<file path="src/hdl/rfs_pkg.sv">
// package: constants for the receive frame statistics counters
package rfs_pkg;
	// *****************************************************************
	// register map (byte offsets on the apb bus)
	// *****************************************************************
	localparam logic [11:0] RFS_ADDR_MCAST_BYTES = 12'h000;
	localparam logic [11:0] RFS_ADDR_UCAST_FRAMES = 12'h004;
	localparam logic [11:0] RFS_ADDR_BCAST_FRAMES = 12'h008;
	localparam logic [11:0] RFS_ADDR_MCAST_FRAMES = 12'h00C;
	localparam logic [11:0] RFS_ADDR_PAUSE_FRAMES = 12'h010;
	localparam logic [11:0] RFS_ADDR_LEN64_FRAMES = 12'h014;
	localparam logic [11:0] RFS_ADDR_LEN127_FRAMES = 12'h018;
	localparam logic [11:0] RFS_ADDR_LEN255_FRAMES = 12'h01C;
	localparam logic [11:0] RFS_ADDR_LEN511_FRAMES = 12'h020;
	localparam logic [11:0] RFS_ADDR_CONTROL = 12'h024;

	// *****************************************************************
	// control register fields and reset value
	// *****************************************************************
	localparam int RFS_CTL_VLAN_STRIP_BIT = 0;
	localparam int RFS_CTL_FCS_STRIP_BIT = 1;
	localparam int RFS_CTL_BCAST_ACCEPT_BIT = 2;
	localparam int RFS_CTL_PAUSE_FWD_BIT = 3;
	localparam int RFS_CTL_WIDTH = 4;
	localparam logic [3:0] RFS_CTL_RESET = 4'h4;

	// *****************************************************************
	// counter widths and frame length figures
	// *****************************************************************
	localparam int RFS_BYTE_CNT_WIDTH = 32;
	localparam int RFS_FRAME_CNT_WIDTH = 20;
	localparam int RFS_LEN_WIDTH = 14;
	localparam logic [13:0] RFS_LEN_64 = 14'h0040;
	localparam logic [13:0] RFS_LEN_65 = 14'h0041;
	localparam logic [13:0] RFS_LEN_127 = 14'h007F;
	localparam logic [13:0] RFS_LEN_128 = 14'h0080;
	localparam logic [13:0] RFS_LEN_255 = 14'h00FF;
	localparam logic [13:0] RFS_LEN_256 = 14'h0100;
	localparam logic [13:0] RFS_LEN_511 = 14'h01FF;
	localparam logic [13:0] RFS_VLAN_TAG_BYTES = 14'h0004;
	localparam logic [13:0] RFS_FCS_BYTES = 14'h0004;

	// *****************************************************************
	// frame classes and counter indices
	// *****************************************************************
	typedef enum logic [1:0] {
		RFS_CLASS_UCAST = 2'h0,
		RFS_CLASS_MCAST = 2'h1,
		RFS_CLASS_BCAST = 2'h2
	} rfs_class_type;

	localparam int RFS_NUM_FRAME_CNT = 8;
	localparam int RFS_IDX_UCAST = 0;
	localparam int RFS_IDX_BCAST = 1;
	localparam int RFS_IDX_MCAST = 2;
	localparam int RFS_IDX_PAUSE = 3;
	localparam int RFS_IDX_LEN64 = 4;
	localparam int RFS_IDX_LEN127 = 5;
	localparam int RFS_IDX_LEN255 = 6;
	localparam int RFS_IDX_LEN511 = 7;
	localparam logic [31:0] RFS_ZERO_WORD = 32'h0000_0000;
endpackage

</file>
<file path="src/hdl/rfs_rx_stats.sv">
// module: top of the receive frame statistics counters with apb access
`timescale 1ns/1ps
module rfs_rx_stats
	import rfs_pkg::*;
#(
	parameter int BYTE_WIDTH = RFS_BYTE_CNT_WIDTH,
	parameter int FRAME_WIDTH = RFS_FRAME_CNT_WIDTH
) (
	input  wire logic                     pclk,         // 200 MHz clock
	input  wire logic                     presetn,      // async reset, active low
	input  wire logic                     clk_en,       // freezes state while low
	input  wire logic                     psel,         // apb select
	input  wire logic                     penable,      // apb access phase
	input  wire logic                     pwrite,       // apb direction
	input  wire logic [11:0]              paddr,        // apb byte address
	input  wire logic [31:0]              pwdata,       // apb write data
	input  wire logic [3:0]               pstrb,        // apb byte strobes
	output logic      [31:0]              prdata,       // apb read data
	output logic                          pready,       // apb ready
	output logic                          pslverr,      // apb error
	input  wire logic                     frame_done,   // frame status valid, one cycle
	input  wire logic                     frame_error,  // frame had an error
	input  wire logic                     filter_fail,  // failed address filtering
	input  wire logic                     fifo_drop,    // discarded on fifo overflow
	input  wire logic                     is_pause,     // pause frame
	input  wire rfs_class_type            frame_class,  // destination class
	input  wire logic [RFS_LEN_WIDTH-1:0] frame_len,    // frame length in bytes
	input  wire logic                     has_vlan      // frame carries a vlan tag
);
	// *****************************************************************
	// control register
	// *****************************************************************
	logic [RFS_CTL_WIDTH-1:0] receive_filter_control;
	logic [RFS_NUM_FRAME_CNT-1:0] inc;
	logic mcast_byte_en;
	logic [RFS_LEN_WIDTH-1:0] mcast_byte_len;
	logic [BYTE_WIDTH-1:0] mcast_bytes;
	logic [FRAME_WIDTH-1:0] frame_cnt [RFS_NUM_FRAME_CNT];

	// apb decode: single-cycle access, always ready
	wire logic access = psel && penable;
	wire logic wr_ctl = access && pwrite && (paddr == RFS_ADDR_CONTROL) && pstrb[0];

	// software sets strip, accept and forward bits
	always_ff @(posedge pclk or negedge presetn) begin
		if (!presetn) begin
			receive_filter_control <= RFS_CTL_RESET;
		end else if (clk_en && wr_ctl) begin
			receive_filter_control <= pwdata[RFS_CTL_WIDTH-1:0];
		end
	end

	// *****************************************************************
	// frame qualification and counters
	// *****************************************************************
	rfs_frame_qualifier u_qual (
		.frame_done     (frame_done),
		.frame_error    (frame_error),
		.filter_fail    (filter_fail),
		.fifo_drop      (fifo_drop),
		.is_pause       (is_pause),
		.frame_class    (frame_class),
		.frame_len      (frame_len),
		.has_vlan       (has_vlan),
		.ctl            (receive_filter_control),
		.inc            (inc),
		.mcast_byte_en  (mcast_byte_en),
		.mcast_byte_len (mcast_byte_len)
	);

	// byte counter, length zero-extended to counter width
	rfs_counter #(.WIDTH(BYTE_WIDTH)) u_mcast_bytes (
		.pclk    (pclk),
		.presetn (presetn),
		.clk_en  (clk_en),
		.add_en  (mcast_byte_en),
		.add_val (BYTE_WIDTH'(mcast_byte_len)),
		.count   (mcast_bytes)
	);

	// eight frame counters, each adds one on its enable
	generate
		for (genvar i = 0; i < RFS_NUM_FRAME_CNT; i++) begin : g_frame_cnt
			rfs_counter #(.WIDTH(FRAME_WIDTH)) u_cnt (
				.pclk    (pclk),
				.presetn (presetn),
				.clk_en  (clk_en),
				.add_en  (inc[i]),
				.add_val (FRAME_WIDTH'(1)),
				.count   (frame_cnt[i])
			);
		end
	endgenerate

	// *****************************************************************
	// read mux
	// *****************************************************************
	function automatic logic [31:0] widen(input logic [FRAME_WIDTH-1:0] v);
		widen = 32'(v);
	endfunction

	logic [31:0] rd_word;
	logic        rd_hit;
	// counters read live; a frame landing mid-read shows next access
	always_comb begin
		rd_hit = 1'b1;
		unique case (paddr)
			RFS_ADDR_MCAST_BYTES:   rd_word = 32'(mcast_bytes);
			RFS_ADDR_UCAST_FRAMES:  rd_word = widen(frame_cnt[RFS_IDX_UCAST]);
			RFS_ADDR_BCAST_FRAMES:  rd_word = widen(frame_cnt[RFS_IDX_BCAST]);
			RFS_ADDR_MCAST_FRAMES:  rd_word = widen(frame_cnt[RFS_IDX_MCAST]);
			RFS_ADDR_PAUSE_FRAMES:  rd_word = widen(frame_cnt[RFS_IDX_PAUSE]);
			RFS_ADDR_LEN64_FRAMES:  rd_word = widen(frame_cnt[RFS_IDX_LEN64]);
			RFS_ADDR_LEN127_FRAMES: rd_word = widen(frame_cnt[RFS_IDX_LEN127]);
			RFS_ADDR_LEN255_FRAMES: rd_word = widen(frame_cnt[RFS_IDX_LEN255]);
			RFS_ADDR_LEN511_FRAMES: rd_word = widen(frame_cnt[RFS_IDX_LEN511]);
			RFS_ADDR_CONTROL:       rd_word = 32'(receive_filter_control);
			default: begin
				rd_word = RFS_ZERO_WORD;
				rd_hit = 1'b0;
			end
		endcase
	end

	// counters are read-only, so a write to one is an error like an unmapped address
	wire logic err = !rd_hit || (pwrite && (paddr != RFS_ADDR_CONTROL));

	assign pready = 1'b1;
	assign pslverr = access && err;

	// read data registered from the setup phase into the access phase
	always_ff @(posedge pclk or negedge presetn) begin
		if (!presetn) begin
			prdata <= RFS_ZERO_WORD;
		end else if (clk_en && psel && !penable && !pwrite) begin
			prdata <= rd_word;
		end
	end
endmodule // rfs_rx_stats

</file>
<file path="src/hdl/rfs_counter.sv">
// module: one wrapping statistics counter with add input
`timescale 1ns/1ps
module rfs_counter
	import rfs_pkg::*;
#(
	parameter int WIDTH = 20
) (
	input  wire logic             pclk,     // bus clock
	input  wire logic             presetn,  // async reset, active low
	input  wire logic             clk_en,   // freezes state while low
	input  wire logic             add_en,   // add this cycle
	input  wire logic [WIDTH-1:0] add_val,  // amount to add
	output logic      [WIDTH-1:0] count     // current count
);
	// *****************************************************************
	// counter
	// *****************************************************************
	// sum truncated to width so the count wraps on overflow
	wire logic [WIDTH-1:0] next_count = count + add_val;

	// cleared by reset, advanced only on qualified frames
	always_ff @(posedge pclk or negedge presetn) begin
		if (!presetn) begin
			count <= '0;
		end else if (clk_en && add_en) begin
			count <= next_count;
		end
	end
endmodule // rfs_counter

</file>
<file path="src/hdl/rfs_frame_qualifier.sv">
// module: per-frame decision which counters a completed frame advances
`timescale 1ns/1ps
module rfs_frame_qualifier
	import rfs_pkg::*;
(
	input  wire logic                     frame_done,      // frame status strobe
	input  wire logic                     frame_error,     // frame had an error
	input  wire logic                     filter_fail,     // failed address filtering
	input  wire logic                     fifo_drop,       // discarded on fifo overflow
	input  wire logic                     is_pause,        // pause frame
	input  wire rfs_class_type            frame_class,     // destination class
	input  wire logic [RFS_LEN_WIDTH-1:0] frame_len,       // length on the wire
	input  wire logic                     has_vlan,        // frame carries a vlan tag
	input  wire logic [RFS_CTL_WIDTH-1:0] ctl,             // control bits
	output logic [RFS_NUM_FRAME_CNT-1:0]  inc,             // per-counter increment
	output logic                          mcast_byte_en,   // add to byte counter
	output logic [RFS_LEN_WIDTH-1:0]      mcast_byte_len   // bytes to add
);
	// *****************************************************************
	// qualification terms
	// *****************************************************************
	wire logic good = frame_done && !frame_error && !fifo_drop;
	// pause frames dropped for lack of forwarding count as filtered out
	wire logic pause_blocked = is_pause && !ctl[RFS_CTL_PAUSE_FWD_BIT];
	wire logic passed = good && !filter_fail && !pause_blocked;
	wire logic in_range_64 = (frame_len == RFS_LEN_64);
	wire logic in_range_127 = (frame_len >= RFS_LEN_65) && (frame_len <= RFS_LEN_127);
	wire logic in_range_255 = (frame_len >= RFS_LEN_128) && (frame_len <= RFS_LEN_255);
	wire logic in_range_511 = (frame_len >= RFS_LEN_256) && (frame_len <= RFS_LEN_511);
	wire logic [RFS_LEN_WIDTH-1:0] vlan_cut = (ctl[RFS_CTL_VLAN_STRIP_BIT] && has_vlan) ?
		RFS_VLAN_TAG_BYTES : '0;
	wire logic [RFS_LEN_WIDTH-1:0] fcs_cut = ctl[RFS_CTL_FCS_STRIP_BIT] ? RFS_FCS_BYTES : '0;

	// *****************************************************************
	// counter enables
	// *****************************************************************
	// length bins past 64 follow only address filtering, not pause forwarding
	wire logic bin_ok = good && !filter_fail;
	assign inc[RFS_IDX_UCAST] = passed && (frame_class == RFS_CLASS_UCAST);
	assign inc[RFS_IDX_BCAST] = good && (frame_class == RFS_CLASS_BCAST) &&
		ctl[RFS_CTL_BCAST_ACCEPT_BIT];
	assign inc[RFS_IDX_MCAST] = passed && (frame_class == RFS_CLASS_MCAST);
	assign inc[RFS_IDX_PAUSE] = good && is_pause;
	assign inc[RFS_IDX_LEN64] = passed && in_range_64;
	assign inc[RFS_IDX_LEN127] = bin_ok && in_range_127;
	assign inc[RFS_IDX_LEN255] = bin_ok && in_range_255;
	assign inc[RFS_IDX_LEN511] = bin_ok && in_range_511;
	assign mcast_byte_en = passed && (frame_class == RFS_CLASS_MCAST);
	assign mcast_byte_len = frame_len - vlan_cut - fcs_cut;
endmodule // rfs_frame_qualifier

</file>
<file path="config.mk">
export PLATFORM = sky130hd
export DESIGN_NAME = rfs_rx_stats
export DESIGN_NICKNAME = d
export VERILOG_FILES = /design/src/hdl/rfs_pkg.sv /design/src/hdl/rfs_rx_stats.sv /design/src/hdl/rfs_counter.sv /design/src/hdl/rfs_frame_qualifier.sv
export SDC_FILE = /design/constraint.sdc
export NUM_CORES = 1
export LEC_CHECK = 0
export ABC_AREA = 1
export ABC_CLOCK_PERIOD_IN_PS = 3900
export BUFFER_PORTS_ARGS = -buffer_cell sky130_fd_sc_hd__buf_2
export CAP_MARGIN = 40
export CORE_MARGIN = 5
export CORE_UTILIZATION = 62
export DETAILED_ROUTE_END_ITERATION = 10
export HOLD_SLACK_MARGIN = 0.08
export PLACE_DENSITY_LB_ADDON = 0.25
export SLEW_MARGIN = 40
export SYNTH_ARGS = -nofsm -noshare
export SYNTH_HDL_FRONTEND = slang
export SYNTH_SLANG_ARGS = --single-unit
</file>
<file path="constraint.sdc">
create_clock -name pclk -period 3.9 [get_ports pclk]
set_input_delay 0.195 -clock pclk [delete_from_list [all_inputs] [get_ports pclk]]
set_output_delay 0.195 -clock pclk [all_outputs]
set_load 0.01 [all_outputs]
</file>
==> results by group <==
Outcome
  – Outcome: finished clean

Clock tree
  – Number of sinks handled by clock tree synthesis: about 230
  – Clock tree from TritonCTS: done
  – Deepest level of the CTS H-tree: 1
  – Clk buf depth: 3
  – Inserted Clock Buffers: 26
  – Root cell of the clock tree: sky130_fd_sc_hd__clkbuf_16
  – Clock input transition at the sequential cells of the worst setup and hold paths: about 0.060 ns
  – Clk Latency, worst-skew pair: roughly 0.54 ns

Flow run
  – Number of maximum-capacitance constraint violations: 0

Floorplan
  – Area of the die: approximately 28000 µm²
  – Ports placed on the boundary: 110
  – Die height: roughly 170 µm
  – Starting Density: 0.634
  – Core region area: about 24000 µm²
  – FP Rows: 57
  – Die width: 168 µm

Detailed routing
  – Number of design rule violations left after detail routing: 0
  – Final routed wire length divided by cell count: between 15 and 20 µm
  – Vias: approximately 15000
  – Via density: approximately 5.7
  – First drt pass iteration count: 6
  – Initial detailed-routing violation count: 1489
  – ANT nets after route: 0
  – WL final: approximately 45000 µm

Global route
  – First-pass GRT wire length: 74000 µm
  – Global-route congestion overflow total: 0
  – Largest net degree at the start of global routing: just over 80
  – Number of global-route vias before repair: between 10000 and 15000
  – Initial antenna violation count: 0
  – Global-route total usage across every layer: 0.318

Logic synthesis
  – Count of warnings emitted by yosys: 0
  – Ys flop type: sky130_fd_sc_hd__dfrtp_1
  – Sequential share of the synthesized area: 0.368
  – EDFF count, synth: 0
  – Area of the mapped netlist: approximately 15000 µm²
  – Number of standard cells after synthesis: about 2300
  – Share of flip-flops with an asynchronous set or reset after synthesis: 1.00
  – Yosys reg bits: 228
  – Post-synth cell types: 40
  – Synthesized area divided by synthesized cell count: 6.81 µm²
  – Syn nets: 2381

Finish
  – Number of filler cells placed in the layout: 2099
  – Utilization after layout: 0.699
  – Layout overhead on the synthesized area: 10.3%
  – Count of inserted antenna diode cells: 0
  – Post-Layout Inst Area: ~17000 µm²
  – Most common cell after layout, fill and taps aside: sky130_fd_sc_hd__nand2_1
  – Share of post-route cells with drive strength above 1: 0.0852
  – Highest-count cells in the layout ignoring fill and taps: sky130_fd_sc_hd__nand2_1 (730), sky130_fd_sc_hd__nand3_1 (283), sky130_fd_sc_hd__inv_1 (253), sky130_fd_sc_hd__nor2_1 (248), sky130_fd_sc_hd__dfrtp_1 (227)
  – Number of nets in the final layout: between 2000 and 2500

Place
  – Post-DP HPWL: about 34000 µm
  – Dpl ws: just under 0.2 ns
  – Buffers added on ports: just under 80
  – Area of placed instances: 16100 µm²
  – Routability cong.: approximately 0.97

Timing
  – Setup TNS Final: 0 ns
  – Least-Margin Pin Slew: 0.821 ns
  – Worst Setup Slack, final: 0.325 ns
  – Final clock skew: 0.0185 ns
  – Worst rel slew slack: 0.451
  – Final Setup Violations: 0
  – Max Slew Vio Count: 0
  – Final period demand of the worst path: 3.57 ns
  – Count of final hold-check violations: 0
  – Share of the clock period used by the worst path: 0.917
  – Hold slack: 0.138 ns
  – Highest Clock Rate: approximately 0.28 GHz

Critical path
  – Data required time of the critical path: between 4 and 5 ns
  – Kind of start point of the critical path: flip-flop
  – Data arrival time of the critical path: 4.03 ns
  – Classification of the worst setup path: flip-flop to flip-flop
  – Worst Path Max Fanout: 8
  – Crit. End Element: flip-flop

Power
  – Areal power density over the cells: between 300 and 400 nW/µm²
  – Worst IR Drop VDD: 0.309 mV
  – Cell leakage power: between 8 and 9 nW

Hold path
  – Kind of path behind the tightest hold check: input port to flip-flop
final cells by class:
class / count / area, µm² / area share
Inverter: 265 / 1000 / 0.0585
Timing Repair Buffer: 98 / 596 / 0.0348
Clock buffer: 40 / 815 / 0.0476
Tap cell: 324 / 405 / 0.0237
Clock inverter: 7 / 88.8 / 0.00520
Multi-Input combinational cell: 1722 / 8490 / 0.496
Sequential cell: 228 / 5710 / 0.334
critical path: stages (launching register included):
cell and delay [ns]:
sky130_fd_sc_hd__dfrtp_1 0.37, sky130_fd_sc_hd__nand2_1 0.07, sky130_fd_sc_hd__fa_1 0.36, sky130_fd_sc_hd__ha_1 0.31
sky130_fd_sc_hd__nor2_1 0.09, sky130_fd_sc_hd__nand2_1 0.09, sky130_fd_sc_hd__nor2_2 0.15, sky130_fd_sc_hd__nand3_2 0.15
sky130_fd_sc_hd__nor2_2 0.18, sky130_fd_sc_hd__inv_1 0.08, sky130_fd_sc_hd__nand2_1 0.06, sky130_fd_sc_hd__nand2_1 0.05
sky130_fd_sc_hd__ha_1 0.35, sky130_fd_sc_hd__nand2_1 0.20, sky130_fd_sc_hd__inv_1 0.06, sky130_fd_sc_hd__a21oi_1 0.28
sky130_fd_sc_hd__nor2_1 0.07, sky130_fd_sc_hd__nor2_1 0.15, sky130_fd_sc_hd__nand2_2 0.16, sky130_fd_sc_hd__nand2_1 0.11
sky130_fd_sc_hd__xor2_1 0.15
sequential cells by signal, indices dropped and copies added (netlist names):
name,flops
u_mcast_bytes.count,32
g_frame_cnt.u_cnt.count,160
receive_filter_control,4
prdata,32
cell usage after synthesis, types with 12 or more instances:
master | number | share of area
sky130_fd_sc_hd__xor2_1 | 82 | 0.046
sky130_fd_sc_hd__nand3_1 | 285 | 0.092
sky130_fd_sc_hd__xnor2_1 | 43 | 0.024
sky130_fd_sc_hd__dfrtp_1 | 227 | 0.37
sky130_fd_sc_hd__a21oi_1 | 14 | 0.0045
sky130_fd_sc_hd__nand4_1 | 50 | 0.020
sky130_fd_sc_hd__ha_1 | 28 | 0.023
sky130_fd_sc_hd__nor3_1 | 58 | 0.019
sky130_fd_sc_hd__o31ai_1 | 12 | 0.0058
sky130_fd_sc_hd__nand3b_1 | 14 | 0.0068
sky130_fd_sc_hd__buf_2 | 42 | 0.014
sky130_fd_sc_hd__o21ai_0 | 78 | 0.025
sky130_fd_sc_hd__nor2_1 | 252 | 0.061
sky130_fd_sc_hd__nand2_1 | 731 | 0.18
sky130_fd_sc_hd__inv_1 | 253 | 0.061
metrics by stage:
| stage | power [mW] | std cells |
|---|---|---|
| global placement | 3.01 | 2629 |
| CTS | 5.57 | 2683 |
| detailed placement | 3.03 | 2629 |
| global route | 5.78 | 2684 |
| finish | 5.57 | 2684 |
| floorplan | 2.83 | 2275 |
final timing paths:
kind	startpoint	end	slack [ns]	depth (start not counted)
worst min-delay path	frame_len[4]	g_frame_cnt[4].u_cnt.count[8]	0.14	6
worst max register to register	receive_filter_control[0]	u_mcast_bytes.count[22]	0.33	20
worst max-delay path	receive_filter_control[0]	u_mcast_bytes.count[22]	0.33	20
worst min register to register	prdata[14]	prdata[14]	0.47	2
max in group asynchronous	presetn	prdata[30]	2.62	3
min in group asynchronous	presetn	g_frame_cnt[3].u_cnt.count[2]	0.22	2
power by group:
group | switching [mW] | internal (mW)
sequential | 0.0820 | 2.43
combinational | 0.337 | 0.156
clock | 1.01 | 1.56
repair_timing:
item / in CTS / in global routing
hold buffers: 7 / 0
endpoints found under the hold margin: 82 / 0
setup buffers: 0 / 1
gates resized for setup: 0 / 6
endpoints found under the setup margin: 0 / 20
logic make-up after synthesis:
logic type | share of synthesized area
other cells | 0.000242
buf+inv | 0.0869
simple gates | 0.403
fa+ha+maj | 0.0252
xor+xnor | 0.0706
compound gates | 0.0462
flops | 0.368
routing by layer:
| layer | up-vias | track usage | part of all wire |
|---|---|---|---|
| li1 | 7378 | - | - |
| met1 | 7163 | 0.448 | 0.43 |
| met2 | 552 | 0.514 | 0.46 |
| met3 | 116 | 0.0321 | 0.063 |
| met4 | 0 | 0.114 | 0.041 |
| met5 | - | 0 | 0 |
Note: power is estimated with default switching activity, not from simulation.
